[src/ftc_regs.svh]
// register offsets, field positions and reset values of the free running timer counter
`ifndef FTC_REGS_SVH
`define FTC_REGS_SVH

`define FTC_ADDR_W          6
`define FTC_OFF_CNT_HI      6'h00
`define FTC_OFF_CNT_LO      6'h04
`define FTC_OFF_ALT_HI      6'h08
`define FTC_OFF_ALT_LO      6'h0c
`define FTC_OFF_STATUS      6'h10
`define FTC_OFF_CTRL_ONE    6'h14
`define FTC_OFF_CTRL_TWO    6'h18

`define FTC_CNT_RESET       16'hfffc
`define FTC_CNT_MAX         16'hffff

`define FTC_STAT_OVF_BIT    0
`define FTC_C1_OVF_IE_BIT   0
`define FTC_C2_CC_LSB       0
`define FTC_C2_CC_MSB       1
`define FTC_C2_EDGE_BIT     2

`define FTC_CC_DIV4         2'h0
`define FTC_CC_DIV2         2'h1
`define FTC_CC_DIV8         2'h2
`define FTC_CC_EXT          2'h3

`define FTC_DIV2_MASK       3'h1
`define FTC_DIV4_MASK       3'h3
`define FTC_DIV8_MASK       3'h7

`define FTC_RESP_OKAY       2'h0
`define FTC_RESP_SLVERR     2'h2

`endif

[src/ftc_pkg.sv]
// shared types of the free running timer counter
package ftc_pkg;
    typedef logic [7:0]  ftc_byte_t;
    typedef logic [15:0] ftc_count_t;
    typedef logic [1:0]  ftc_clk_sel_t;
    typedef logic [2:0]  ftc_div_t;
endpackage : ftc_pkg

[src/ftc_ext_sync.sv]
// two-stage synchroniser and selectable edge detector for the external count clock
`timescale 1ns/1ns
`default_nettype none
module ftc_ext_sync
    import ftc_pkg::*;
(
    input  wire logic CLK,       // cpu clock
    input  wire logic RST_N,     // async reset, active low
    input  wire logic PIN,       // raw external count clock
    input  wire logic EDGE_SEL,  // 1 rising edge counts, 0 falling edge counts
    output logic      TICK       // one-cycle pulse per selected edge
);
    logic meta_q;
    logic sync_q;
    logic prev_q;

    // meta_q is read only by sync_q
    always_ff @(posedge CLK or negedge RST_N) begin
        if (!RST_N) begin
            meta_q <= 1'b1;
            sync_q <= 1'b1;
            prev_q <= 1'b1;
        end else begin
            meta_q <= PIN;
            sync_q <= meta_q;
            prev_q <= sync_q;
        end
    end

    // edge seen on the synchronised level only
    always_ff @(posedge CLK or negedge RST_N) begin
        if (!RST_N) begin
            TICK <= 1'b0;
        end else begin
            TICK <= EDGE_SEL ? (sync_q & ~prev_q) : (~sync_q & prev_q);
        end
    end
endmodule : ftc_ext_sync
`default_nettype wire

[src/ftc_timer.sv]
// free running 16-bit timer counter core with an AXI4-Lite register slave
`timescale 1ns/1ns
`default_nettype none
`include "ftc_regs.svh"
module ftc_timer
    import ftc_pkg::*;
#(
    parameter bit EXT_PIN_BONDED = 1'b1  // external count clock pin present
) (
    input  wire logic        CLK,            // cpu clock, 10 MHz
    input  wire logic        RST_N,          // async reset, active low
    input  wire logic        EXT_CLK_PIN,    // external count clock
    input  wire logic        CPU_IRQ_MASK,   // cpu interrupt mask bit, 1 masks
    input  wire logic        HALT_MODE,      // cpu in halt, counter frozen
    input  wire logic        WAIT_MODE,      // cpu in wait, no effect
    input  wire logic [31:0] S_AXI_AWADDR,   // write address
    input  wire logic        S_AXI_AWVALID,  // write address valid
    output logic             S_AXI_AWREADY,  // write address ready
    input  wire logic [31:0] S_AXI_WDATA,    // write data
    input  wire logic [3:0]  S_AXI_WSTRB,    // write byte enables
    input  wire logic        S_AXI_WVALID,   // write data valid
    output logic             S_AXI_WREADY,   // write data ready
    output logic [1:0]       S_AXI_BRESP,    // write response
    output logic             S_AXI_BVALID,   // write response valid
    input  wire logic        S_AXI_BREADY,   // write response ready
    input  wire logic [31:0] S_AXI_ARADDR,   // read address
    input  wire logic        S_AXI_ARVALID,  // read address valid
    output logic             S_AXI_ARREADY,  // read address ready
    output logic [31:0]      S_AXI_RDATA,    // read data
    output logic [1:0]       S_AXI_RRESP,    // read response
    output logic             S_AXI_RVALID,   // read data valid
    input  wire logic        S_AXI_RREADY,   // read data ready
    output logic             OVF_IRQ         // overflow interrupt request, active high
);

    // word decode shared by both channels
    function automatic logic [2:0] ftc_decode(input logic [31:0] addr, output logic hit);
        logic [`FTC_ADDR_W-1:0] a;
        a   = addr[`FTC_ADDR_W-1:0];
        hit = (addr[31:`FTC_ADDR_W] == '0);
        case (a)
            `FTC_OFF_CNT_HI:   ftc_decode = 3'h0;
            `FTC_OFF_CNT_LO:   ftc_decode = 3'h1;
            `FTC_OFF_ALT_HI:   ftc_decode = 3'h2;
            `FTC_OFF_ALT_LO:   ftc_decode = 3'h3;
            `FTC_OFF_STATUS:   ftc_decode = 3'h4;
            `FTC_OFF_CTRL_ONE: ftc_decode = 3'h5;
            `FTC_OFF_CTRL_TWO: ftc_decode = 3'h6;
            default: begin
                ftc_decode = 3'h7;
                hit        = 1'b0;
            end
        endcase
    endfunction : ftc_decode

    localparam logic [2:0] SEL_CNT_HI = 3'h0;
    localparam logic [2:0] SEL_CNT_LO = 3'h1;
    localparam logic [2:0] SEL_ALT_HI = 3'h2;
    localparam logic [2:0] SEL_ALT_LO = 3'h3;
    localparam logic [2:0] SEL_STATUS = 3'h4;
    localparam logic [2:0] SEL_CTRL1  = 3'h5;
    localparam logic [2:0] SEL_CTRL2  = 3'h6;

    // state
    ftc_count_t   cnt_q;
    ftc_div_t     div_q;
    ftc_byte_t    lo_buf_q;
    logic         lo_buf_vld_q;
    logic         ovf_flag_q;
    logic         ovf_armed_q;
    logic         ovf_ie_q;
    ftc_clk_sel_t clk_sel_q;
    logic         ext_edge_q;

    // bus state
    logic         aw_full_q;
    logic         w_full_q;
    logic [31:0]  aw_addr_q;
    logic [31:0]  w_data_q;
    logic [3:0]   w_strb_q;

    // derived
    logic         ext_pin;
    logic         ext_tick;
    logic         pre_tick;
    logic         cnt_tick;
    logic         do_wr;
    logic         wr_hit;
    logic [2:0]   wr_sel;
    logic         wr_lo_lane;
    logic         rd_take;
    logic         rd_hit;
    logic [2:0]   rd_sel;
    logic         rd_hi;
    logic         rd_lo_main;
    logic         cnt_reload;
    logic         ovf_set;
    logic         ovf_clr;
    logic         aw_full_d;
    logic         w_full_d;
    logic         rvalid_d;
    logic [7:0]   rd_byte;

    assign ext_pin = EXT_PIN_BONDED ? EXT_CLK_PIN : 1'b1;

    ftc_ext_sync u_ext_sync (
        .CLK      (CLK),
        .RST_N    (RST_N),
        .PIN      (ext_pin),
        .EDGE_SEL (ext_edge_q),
        .TICK     (ext_tick)
    );

    // prescaler runs from reset so two instances stay in step
    always_ff @(posedge CLK or negedge RST_N) begin
        if (!RST_N) begin
            div_q <= '0;
        end else if (!HALT_MODE) begin
            div_q <= div_q + 3'h1;
        end
    end

    always_comb begin
        case (clk_sel_q)
            `FTC_CC_DIV2: pre_tick = ((div_q & `FTC_DIV2_MASK) == `FTC_DIV2_MASK);
            `FTC_CC_DIV4: pre_tick = ((div_q & `FTC_DIV4_MASK) == `FTC_DIV4_MASK);
            `FTC_CC_DIV8: pre_tick = ((div_q & `FTC_DIV8_MASK) == `FTC_DIV8_MASK);
            // without the pin the external setting never counts
            `FTC_CC_EXT:  pre_tick = EXT_PIN_BONDED & ext_tick;
            default:      pre_tick = 1'b0;
        endcase
    end

    // wait does not gate counting, halt does
    assign cnt_tick = pre_tick & ~HALT_MODE & (WAIT_MODE | ~WAIT_MODE);

    // write channel: address and data taken in either order
    assign do_wr     = aw_full_q & w_full_q & ~S_AXI_BVALID;
    assign aw_full_d = (aw_full_q & ~do_wr) | (S_AXI_AWVALID & S_AXI_AWREADY);
    assign w_full_d  = (w_full_q & ~do_wr) | (S_AXI_WVALID & S_AXI_WREADY);

    always_comb begin
        wr_hit = 1'b0;
        wr_sel = ftc_decode(aw_addr_q, wr_hit);
    end

    assign wr_lo_lane = do_wr & wr_hit & w_strb_q[0];

    always_ff @(posedge CLK or negedge RST_N) begin
        if (!RST_N) begin
            aw_full_q     <= 1'b0;
            w_full_q      <= 1'b0;
            aw_addr_q     <= '0;
            w_data_q      <= '0;
            w_strb_q      <= '0;
            S_AXI_AWREADY <= 1'b0;
            S_AXI_WREADY  <= 1'b0;
        end else begin
            aw_full_q     <= aw_full_d;
            w_full_q      <= w_full_d;
            S_AXI_AWREADY <= ~aw_full_d;
            S_AXI_WREADY  <= ~w_full_d;
            if (S_AXI_AWVALID && S_AXI_AWREADY) begin
                aw_addr_q <= S_AXI_AWADDR;
            end
            if (S_AXI_WVALID && S_AXI_WREADY) begin
                w_data_q <= S_AXI_WDATA;
                w_strb_q <= S_AXI_WSTRB;
            end
        end
    end

    always_ff @(posedge CLK or negedge RST_N) begin
        if (!RST_N) begin
            S_AXI_BVALID <= 1'b0;
            S_AXI_BRESP  <= `FTC_RESP_OKAY;
        end else if (do_wr) begin
            S_AXI_BVALID <= 1'b1;
            S_AXI_BRESP  <= wr_hit ? `FTC_RESP_OKAY : `FTC_RESP_SLVERR;
        end else if (S_AXI_BREADY) begin
            S_AXI_BVALID <= 1'b0;
        end
    end

    // software control bits
    always_ff @(posedge CLK or negedge RST_N) begin
        if (!RST_N) begin
            ovf_ie_q   <= 1'b0;
            clk_sel_q  <= `FTC_CC_DIV4;
            ext_edge_q <= 1'b0;
        end else if (wr_lo_lane) begin
            if (wr_sel == SEL_CTRL1) begin
                ovf_ie_q <= w_data_q[`FTC_C1_OVF_IE_BIT];
            end
            if (wr_sel == SEL_CTRL2) begin
                clk_sel_q  <= w_data_q[`FTC_C2_CC_MSB:`FTC_C2_CC_LSB];
                ext_edge_q <= w_data_q[`FTC_C2_EDGE_BIT];
            end
        end
    end

    // read channel: one read in flight, answered the cycle after it is taken
    assign rd_take  = S_AXI_ARVALID & S_AXI_ARREADY;
    assign rvalid_d = rd_take | (S_AXI_RVALID & ~S_AXI_RREADY);

    always_comb begin
        rd_hit = 1'b0;
        rd_sel = ftc_decode(S_AXI_ARADDR, rd_hit);
    end

    assign rd_hi      = rd_take & rd_hit & ((rd_sel == SEL_CNT_HI) | (rd_sel == SEL_ALT_HI));
    assign rd_lo_main = rd_take & rd_hit & (rd_sel == SEL_CNT_LO);

    always_comb begin
        case (rd_sel)
            SEL_CNT_HI: rd_byte = cnt_q[15:8];
            SEL_ALT_HI: rd_byte = cnt_q[15:8];
            SEL_CNT_LO: rd_byte = lo_buf_vld_q ? lo_buf_q : cnt_q[7:0];
            SEL_ALT_LO: rd_byte = lo_buf_vld_q ? lo_buf_q : cnt_q[7:0];
            SEL_STATUS: rd_byte = 8'(ovf_flag_q) << `FTC_STAT_OVF_BIT;
            SEL_CTRL1:  rd_byte = 8'(ovf_ie_q) << `FTC_C1_OVF_IE_BIT;
            SEL_CTRL2:  rd_byte = {5'h00, ext_edge_q, clk_sel_q};
            default:    rd_byte = 8'h00;
        endcase
    end

    always_ff @(posedge CLK or negedge RST_N) begin
        if (!RST_N) begin
            S_AXI_RVALID  <= 1'b0;
            S_AXI_ARREADY <= 1'b0;
            S_AXI_RDATA   <= '0;
            S_AXI_RRESP   <= `FTC_RESP_OKAY;
        end else begin
            S_AXI_RVALID  <= rvalid_d;
            S_AXI_ARREADY <= ~rvalid_d;
            if (rd_take) begin
                S_AXI_RDATA <= rd_hit ? {24'h000000, rd_byte} : 32'h00000000;
                S_AXI_RRESP <= rd_hit ? `FTC_RESP_OKAY : `FTC_RESP_SLVERR;
            end
        end
    end

    // low byte buffer; one buffer serves both views, as one sequence is run at a time
    always_ff @(posedge CLK or negedge RST_N) begin
        if (!RST_N) begin
            lo_buf_q     <= '0;
            lo_buf_vld_q <= 1'b0;
        end else if (rd_hi && !lo_buf_vld_q) begin
            lo_buf_q     <= cnt_q[7:0];
            lo_buf_vld_q <= 1'b1;
        end else if (rd_take && rd_hit && (rd_sel == SEL_CNT_LO || rd_sel == SEL_ALT_LO)) begin
            lo_buf_vld_q <= 1'b0;
        end
    end

    // counter; a reload wins over a tick in the same cycle
    assign cnt_reload = wr_lo_lane & ((wr_sel == SEL_CNT_LO) | (wr_sel == SEL_ALT_LO));

    always_ff @(posedge CLK or negedge RST_N) begin
        if (!RST_N) begin
            cnt_q <= `FTC_CNT_RESET;
        end else if (cnt_reload) begin
            cnt_q <= `FTC_CNT_RESET;
        end else if (cnt_tick) begin
            cnt_q <= cnt_q + 16'h0001;
        end
    end

    // overflow flag with two-step clear; a rollover in the clearing cycle wins
    assign ovf_set = cnt_tick & ~cnt_reload & (cnt_q == `FTC_CNT_MAX);
    assign ovf_clr = ovf_armed_q &
                     (rd_lo_main | (wr_lo_lane & (wr_sel == SEL_CNT_LO)));

    always_ff @(posedge CLK or negedge RST_N) begin
        if (!RST_N) begin
            ovf_flag_q <= 1'b0;
        end else if (ovf_set) begin
            ovf_flag_q <= 1'b1;
        end else if (ovf_clr) begin
            ovf_flag_q <= 1'b0;
        end
    end

    always_ff @(posedge CLK or negedge RST_N) begin
        if (!RST_N) begin
            ovf_armed_q <= 1'b0;
        end else if (rd_take && rd_hit && rd_sel == SEL_STATUS && ovf_flag_q) begin
            ovf_armed_q <= 1'b1;
        end else if (ovf_clr || !ovf_flag_q) begin
            ovf_armed_q <= 1'b0;
        end
    end

    // request is held low while masked or disabled; ovf_flag_q stays set and raises it again once unmasked and enabled
    always_ff @(posedge CLK or negedge RST_N) begin
        if (!RST_N) begin
            OVF_IRQ <= 1'b0;
        end else begin
            OVF_IRQ <= ovf_flag_q & ovf_ie_q & ~CPU_IRQ_MASK;
        end
    end

endmodule : ftc_timer
`default_nettype wire

[config.mk]
export PLATFORM = sky130hd
export DESIGN_NAME = ftc_timer
export DESIGN_NICKNAME = d
export VERILOG_FILES = /design/src/ftc_pkg.sv /design/src/ftc_ext_sync.sv /design/src/ftc_timer.sv
export VERILOG_INCLUDE_DIRS = /design/src
export SDC_FILE = /design/constraint.sdc
export NUM_CORES = 1
export LEC_CHECK = 0
export BUFFER_PORTS_ARGS = -buffer_cell sky130_fd_sc_hd__buf_2
export CAP_MARGIN = 15
export CORE_ASPECT_RATIO = 0.9
export CORE_MARGIN = 1.5
export CORE_UTILIZATION = 30
export DETAILED_ROUTE_END_ITERATION = 12
export PLACE_DENSITY_LB_ADDON = 0.15
export SYNTH_ARGS = -nofsm -noshare
export SYNTH_HDL_FRONTEND = slang
export SYNTH_HIERARCHICAL = 1
export SYNTH_SLANG_ARGS = --single-unit
[constraint.sdc]
create_clock -name CLK -period 4.83 [get_ports CLK]
set_clock_uncertainty 0.15 [all_clocks]
set_input_delay 0.966 -clock CLK [delete_from_list [all_inputs] [get_ports CLK]]
set_output_delay 0.966 -clock CLK [all_outputs]
set_load 0.02 [all_outputs]
Word-level counts from Yosys, hierarchy flattened
Index checks and enable logic that the tools add are counted.

word-level totals
  input port bits = 111
  flip-flop bits (word level) = 118

operators by class
  mux-type cells = 21
  eq/ne operators = 28
  reduce and logical (&&, ||, !) cells = 28
  bitwise operators = 40
  add/subtract/negate cells = 2

operators with widths
  kind                                                              count
  26-bit logical NOT                                                2
  3-bit case mux with 7 select lines                                2
  8-bit case mux with 5 select lines                                1
  6-bit by 5-bit == test with 1-bit output (second input constant)  6
  16-bit 2-to-1 mux                                                 2
  6-bit by 4-bit == test with 1-bit output (second input constant)  4
  1-bit bitwise AND                                                 23
  3-bit == test (second input constant)                             6
  16-bit by 1-bit adder with 16-bit output (second input constant)  1
  16-bit == test (second input constant)                            1
  8-bit 2-to-1 mux                                                  2
  7-bit OR reduction                                                2
  6-bit by 3-bit == test with 1-bit output (second input constant)  2
  6-bit logical NOT                                                 2
  1-bit 2-to-1 mux                                                  11
  1-bit NOT                                                         11
  2-bit nonzero test                                                5
  3-bit by 2-bit == test with 1-bit output (second input constant)  3
  1-bit logical AND                                                 7
  2-bit == test (second input constant)                             3
  3-bit by 1-bit == test with 1-bit output (second input constant)  2
  1-bit OR                                                          6
  2-bit 2-to-1 mux                                                  2
  1-bit case mux with 4 select lines                                1
  8 further kinds                                                   12

Logic depth before layout (Yosys ltp)
Gate-level depths: netlist of the first run.

  depth in word-level cells = 11
  gate-level depth with buffers = 8
  mapped depth without buffers = 7

By module
The synthesis of the first run kept the hierarchy.

modules (own cells, without submodules)
  module        seq. area each (sq um)  times used  cells an instance  area an instance (sq um)
  ftc_timer     2219.6                  1           367                4205.3
  ftc_ext_sync  103.8                   1           7                  126.4

Worst setup path after synthesis of the first run
OpenSTA, ideal clock, no wires.

  path kind = input to register
  from = input port S_AXI_ARADDR[12]
  to = register lo_buf_q[0]
  slack = 2.035 ns
  stages = 5
  data arrival time = 2.520 ns
  required time = 4.555 ns
  cell sequence = or4_1 nor4_2 nand4_1 nor4_4 mux2_2

between the ends
  cells in the longest elaborated chain, start to end = 5

ends and longest elaborated chain
  what                             line              RTL
  start, declared                  ftc_timer.sv:26   input wire logic [31:0] S_AXI_ARADDR,
  26-bit logical NOT               ftc_timer.sv:40   hit = (addr[31:`FTC_ADDR_W] == '0);
  1-bit 2-to-1 mux                 ftc_timer.sv:41   case (a)
  1-bit bitwise AND (2 in series)  ftc_timer.sv:211  assign rd_hi = rd_take & rd_hit & ((rd_sel == SEL_CNT_HI) | (rd_sel == SEL_ALT_HI));
  1-bit logical AND                ftc_timer.sv:248  end else if (rd_hi && !lo_buf_vld_q) begin
  end signal, assigned             ftc_timer.sv:249  lo_buf_q <= cnt_q[7:0];
  end, declared                    ftc_timer.sv:67   ftc_byte_t lo_buf_q;

No other way between the ends.
A chain may end at the register's enable or synchronous reset.

Final worst setup path of the first run
  from = input port S_AXI_ARADDR[12]
  to = register lo_buf_q[5]

Same word-level chain as after synthesis.

==> impl_metrics.ini, run 1 <==
[sta]
min_period_ns = 2.80
setup-tns-final_ns = 0
worst_slew_pin_slew_ns = 0.767
hold_viol = 0
max_freq_ghz = 0.357
period_share = 0.579
drv_slew = 0
slew_headroom = 0.488
layout_setup_ws_ns = 2.03
rsz0062_at_grt = false
finalSetupViolations = 0

[route]
route.vias.total = 3007
dr.first_iter.drc_count = 166
drtPass1Iterations = 4
remaining_drc_errors = 0
totalWireLength_um = 9100
wl_per_cell_um = 13.7
viasPerCell = 4.53
ant_nets = 0

[global_route]
grt_antenna_before_repair = 0
grt_pass1_wl_um = 14400
grt_pass1_vias = 2900
grt_max_degree = 63
grt_use_total = 0.126
overflow = 0

[floorplanning]
initial_core_util = 0.308
die_height_um = 117
io_pins = 153
coreArea_mm2 = 0.0141
rows = 41
dieArea_mm2 = 0.0152
die_w_um = 130

[synthesis]
synth_common_cells = dfrtp_1 (75), mux2_2 (51), nand2_1 (35), buf_4 (26)
synthDominantCellAreaShare = 0.433
synth-seq-cells = 92
seq_area_frac_synth = 0.536
ys_warn_count = 6
syn_area_mm2 = 0.00433
ys_top_cells_by_area = dfrtp_1 (43%), mux2_2 (13%), dfstp_2 (10%)
ys_types = 47
synth_edf_count = 0
avgSynthCellArea_um2 = 11.6
synth_top_cell_by_area = dfrtp_1
yosysMostFrequentCell = dfrtp_1
netlist_instances = 374
synth_flop_cell = dfrtp_1
synthArstFlopShare = 1.00

[worst_hold_path]
hold_depth = 0
worstHoldStart = u_ext_sync/meta_q$_DFF_PN1_
hold_end = u_ext_sync/sync_q$_DFF_PN1_
hp-class = reg2reg

[layout]
drive_gt1_frac = 0.393
final.fill_count = 1420
stdcell_count = 664
area_growth_pct = 19.7
n_antenna_cell = 0
nets = 580
stdcell_area_mm2 = 0.00518

[clocking]
cts_root_buffer = clkbuf_16
cts_resized = 0
cts_tree = built
post-cts-setup-buffers = 0
path_clk_slew_ns = 0.07
postCtsHoldBufs = 0
htreeDepth = 3
clock_path_buffers = 2
cts_buffers = 9
cts_sinks = 92
clock_latency_ns = 0.35

[critical_path]
path_class = in2reg
r2r-end = ovf_flag_q$_DFFE_PN0P_
startpoint_type = input port
crit_fanout = 8
critical_path.cell_chain = buf_2 > or4_1 > nor4_2 > nand4_1 > nor4_4 > mux2_2
cp-end-kind = register
worstPathRequired_ns = 4.91
rr_worst_depth = 5
slowest_delay_ns = 0.53
path_buf_inv = 1
reg2reg_slack_ns = 2.33
crit_family = simple AND/OR/NAND/NOR gates
cp.arrival_ns = 2.87
r2r-start = aw_addr_q[29]$_DFFE_PN0P_
slowest_stage = or4_1

[place]
dp_worst_setup_slack_ns = 1.63
dp_hpwl_um = 6750
port_buffers = 93
dp_cells = 648
place_congestion = 0.747
postPlaceCellArea_mm2 = 0.00490

[power_and_ir_drop]
power_mw = 2.53
ir_drop_mv = 0.179
leakage_nw = 2.31
power.density_mw_per_mm2 = 487

[flow_run]
maxCapViolCount = 0

[outcome]
status = completed
## stage by stage
step                 util  hold slack, ns
floorplan               -           0.195
global placement    0.349           0.199
detailed placement  0.349           0.198
CTS                 0.369           0.208
global route        0.369           0.212
finish              0.369           0.207
## worst max path at each step
stage	startpoint	to	cells past startpoint
finish	S_AXI_ARADDR[12]	lo_buf_q[5]$_DFFE_PN0P_	6
global route	S_AXI_ARADDR[0]	ovf_flag_q$_DFFE_PN0P_	6
CTS	S_AXI_ARADDR[12]	lo_buf_q[5]$_DFFE_PN0P_	6
detailed placement	S_AXI_ARADDR[12]	lo_buf_q[0]$_DFFE_PN0P_	6
global placement	S_AXI_ARADDR[12]	lo_buf_q[6]$_DFFE_PN0P_	6
floorplan	S_AXI_ARADDR[12]	lo_buf_q[0]$_DFFE_PN0P_	5
## layer usage
layer,GRT usage,vias to the layer above,share of wire
li1,-,1470,-
met1,0.163,1428,0.48
met2,0.201,97,0.45
met3,0.0327,12,0.055
met4,0.0556,0,0.019
met5,0,-,0
## power breakdown
group          total [mW]  internal, mW  switching (mW)
registers            1.25          1.06           0.188
clock network       0.661         0.365           0.297
logic               0.617         0.326           0.291
total                2.53          1.75           0.775
## sequential cells by signal, indices dropped and copies added, names as in the netlist, 2 cells and up
register,flops
aw_addr_q,32
cnt_q,16
S_AXI_RDATA,8
lo_buf_q,8
div_q,3
w_data_q,3
clk_sel_q,2
## kinds of logic after synthesis
family                   Yosys count  share of synthesized area
adder cells (fa/ha/maj)            3                    0.00867
AND/OR/NAND/NOR                  117                      0.151
other                              1                   0.000866
XOR/XNOR                          15                     0.0303
multiplexers                      61                      0.159
flip-flops                        92                      0.536
buffers and inverters             50                     0.0664
AO/OA/AOI/OAI                     35                     0.0477
## layout make-up
type | count | area, um^2 | share of cell area
sequential | 92 | 2320 | 0.448
tap | 193 | 241 | 0.0466
multi-input combinational | 257 | 1810 | 0.350
clock buffer | 11 | 243 | 0.0468
timing repair buffer | 95 | 483 | 0.0932
inverter | 11 | 41.3 | 0.00797
clock inverter | 5 | 37.5 | 0.00724
## layout by cell type (no fill, tap or decap), types with 2 or more instances in the layout
cell,n
buf_2,92
dfrtp_1,75
mux2_2,51
nand2_1,35
conb_1,26
nor4_1,17
dfstp_2,17
o21ai_0,16
nor2_1,12
inv_1,11
nand4_1,11
nand3_1,11
mux2i_1,9
clkbuf_16,9
xnor2_1,8
a21oi_1,8
xor2_1,7
nor3_1,7
and4_1,6
ha_1,3
buf_4,3
and3_1,2
a31oi_1,2
and2_1,2
nor4_2,2
nand2b_1,2
clkinvlp_4,2
(Power assumes the default switching activity.)
==> inputs of run 2 (changes only) <==
==> constraint.sdc (replaced) <==
create_clock -name CLK -period 2.75 [get_ports CLK]
set_clock_uncertainty 0.15 [all_clocks]
set_input_delay 0.55 -clock CLK [delete_from_list [all_inputs] [get_ports CLK]]
set_output_delay 0.55 -clock CLK [all_outputs]
set_load 0.02 [all_outputs]
==> impl_metrics.ini, run 2 (synthesized netlist as in run 1, its figures left out) <==
[route]
totalWireLength_um = 9390
wl_per_cell_um = 14.0
remaining_drc_errors = 0
route.vias.total = 3041
ant_nets = 0
dr.first_iter.drc_count = 116
viasPerCell = 4.54
drtPass1Iterations = 4

[global_route]
grt_antenna_before_repair = 0
grt_pass1_vias = 3100
grt_pass1_wl_um = 15300
overflow = 0
grt_use_total = 0.134
grt_max_degree = 41

[floorplanning]
coreArea_mm2 = 0.0141
io_pins = 153
die_w_um = 130
die_height_um = 117
dieArea_mm2 = 0.0152
rows = 41
initial_core_util = 0.308

[critical_path]
critical_path.cell_chain = ha_1 > ha_1 > mux4_2 > and4_1 > nand3_1 > nor2_1 > a211o_1
path_class = reg2reg
path_common_cell = ha_1
crit_family = multiplexers
crit_fanout = 8
slowest_stage = mux4_2
cp-end-kind = register
cp.arrival_ns = 2.47
r2r-start = div_q[0]$_DFFE_PN0N_
startpoint_type = register
slowest_delay_ns = 0.52
path_buf_inv = 0
worstPathRequired_ns = 2.84
rr_worst_depth = 7
r2r-end = ovf_flag_q$_DFFE_PN0P_
reg2reg_slack_ns = 0.36

[sta]
worst_slew_pin_slew_ns = 0.624
setup-tns-final_ns = 0
hold_viol = 5
max_freq_ghz = 0.419
finalSetupViolations = 0
period_share = 0.868
hold_slack_ns = -0.00401
slew_headroom = 0.584
min_period_ns = 2.39
rsz0062_at_grt = false
drv_slew = 0

[clocking]
cts_sinks = 92
cts_buffers = 9
cts_resized = 0
cts_root_buffer = clkbuf_16
post-cts-setup-buffers = 0
cts_tree = built
postCtsHoldBufs = 0
path_clk_slew_ns = 0.06
clock_latency_ns = 0.35
clock_path_buffers = 2
htreeDepth = 3

[outcome]
status = complete, but fails checks
violations = hold timing

[layout]
top_register = aw_addr_q
nets = 586
multi_input_area_mm2 = 0.00181
fin_util = 0.373
final_common_cell = buf_2
area_growth_pct = 20.9
final.fill_count = 1434
seq_area_mm2 = 0.00232
top_regs = aw_addr_q (32), cnt_q (16)
stdcell_count = 670
final_cell_mix = buf_2 (92), dfrtp_1 (75), mux2_2 (51)
drive_gt1_frac = 0.396
n_antenna_cell = 0
largest_reg_flops = 32

[power_and_ir_drop]
ir_drop_mv = 0.383
power.density_mw_per_mm2 = 839
clkPwrFrac = 0.254
switching_power_mw = 1.34
p_int_mw = 3.05
leakage_nw = 2.34
p_sw_frac = 0.306
pwr-share-seq = 0.500
pwr-share-comb = 0.246

[place]
dp_hpwl_um = 6920
place_congestion = 0.692
port_buffers = 93
dp_cells = 654

[flow_run]
maxCapViolCount = 0

[worst_hold_path]
hp-class = in2async
-- run 2: cell count changes in the layout (fill, tap and decap cells not counted) --
cell,delta
buf_12,+2
buf_4,+4
clkbuf_1,+2
clkbuf_8,-1
clkinv_2,+1
clkinvlp_4,-1
inv_6,-1
-- run 2: worst register-to-register path, stage by stage (launching register included) --
cell	delay, ns
dfrtp_1	0.41
ha_1	0.23
ha_1	0.18
mux4_2	0.52
and4_1	0.34
nand3_1	0.12
nor2_1	0.05
a211o_1	0.28
-- run 2: metal layers --
metal	vias up	part of all wire	global-route usage
li1	1480	-	-
met1	1460	0.47	0.170
met2	90	0.46	0.219
met3	11	0.052	0.0286
met4	0	0.022	0.0667
met5	-	0	0
-- run 2: worst max-delay path by stage --
stage,end,from,cells after the start,slack (ns)
2_1_floorplan,lo_buf_q[0]$_DFFE_PN0P_,S_AXI_ARADDR[12],5,0.37
3_3_place_gp,lo_buf_q[4]$_DFFE_PN0P_,S_AXI_ARADDR[12],7,0.21
3_5_place_dp,lo_buf_q[4]$_DFFE_PN0P_,S_AXI_ARADDR[12],7,0.20
4_1_cts,ovf_flag_q$_DFFE_PN0P_,div_q[0]$_DFFE_PN0N_,7,0.35
5_1_grt,ovf_flag_q$_DFFE_PN0P_,div_q[0]$_DFFE_PN0N_,7,0.24
6_report,ovf_flag_q$_DFFE_PN0P_,div_q[0]$_DFFE_PN0N_,7,0.36
-- run 2: area by class of cell --
| cell class | count | share of cell area |
|---|---|---|
| tap | 193 | 0.0461 |
| clock buffer | 12 | 0.0452 |
| timing repair buffer | 101 | 0.106 |
| multi-input combinational | 257 | 0.346 |
| inverter | 11 | 0.00789 |
| sequential | 92 | 0.444 |
| clock inverter | 4 | 0.00502 |
-- run 2: per-stage QoR --
step	power [mW]	cell area (um^2)	hold WS, ns	setup WS [ns]
CTS	4.47	5240	0.00598	0.353
global placement	3.28	4970	0.198	0.208
floorplan	2.99	4430	0.104	0.371
detailed placement	3.32	4970	0.197	0.196
global route	4.73	5240	0.0228	0.243
finish	4.40	5240	-0.00401	0.362
-- run 2: power groups by stage --
stage	combinational [mW]	clock, mW	sequential, mW
floorplan	0.838	0	2.15
global placement	1.07	0	2.21
detailed placement	1.10	0	2.22
CTS	1.10	1.16	2.20
global route	1.22	1.23	2.28
finish	1.08	1.12	2.20
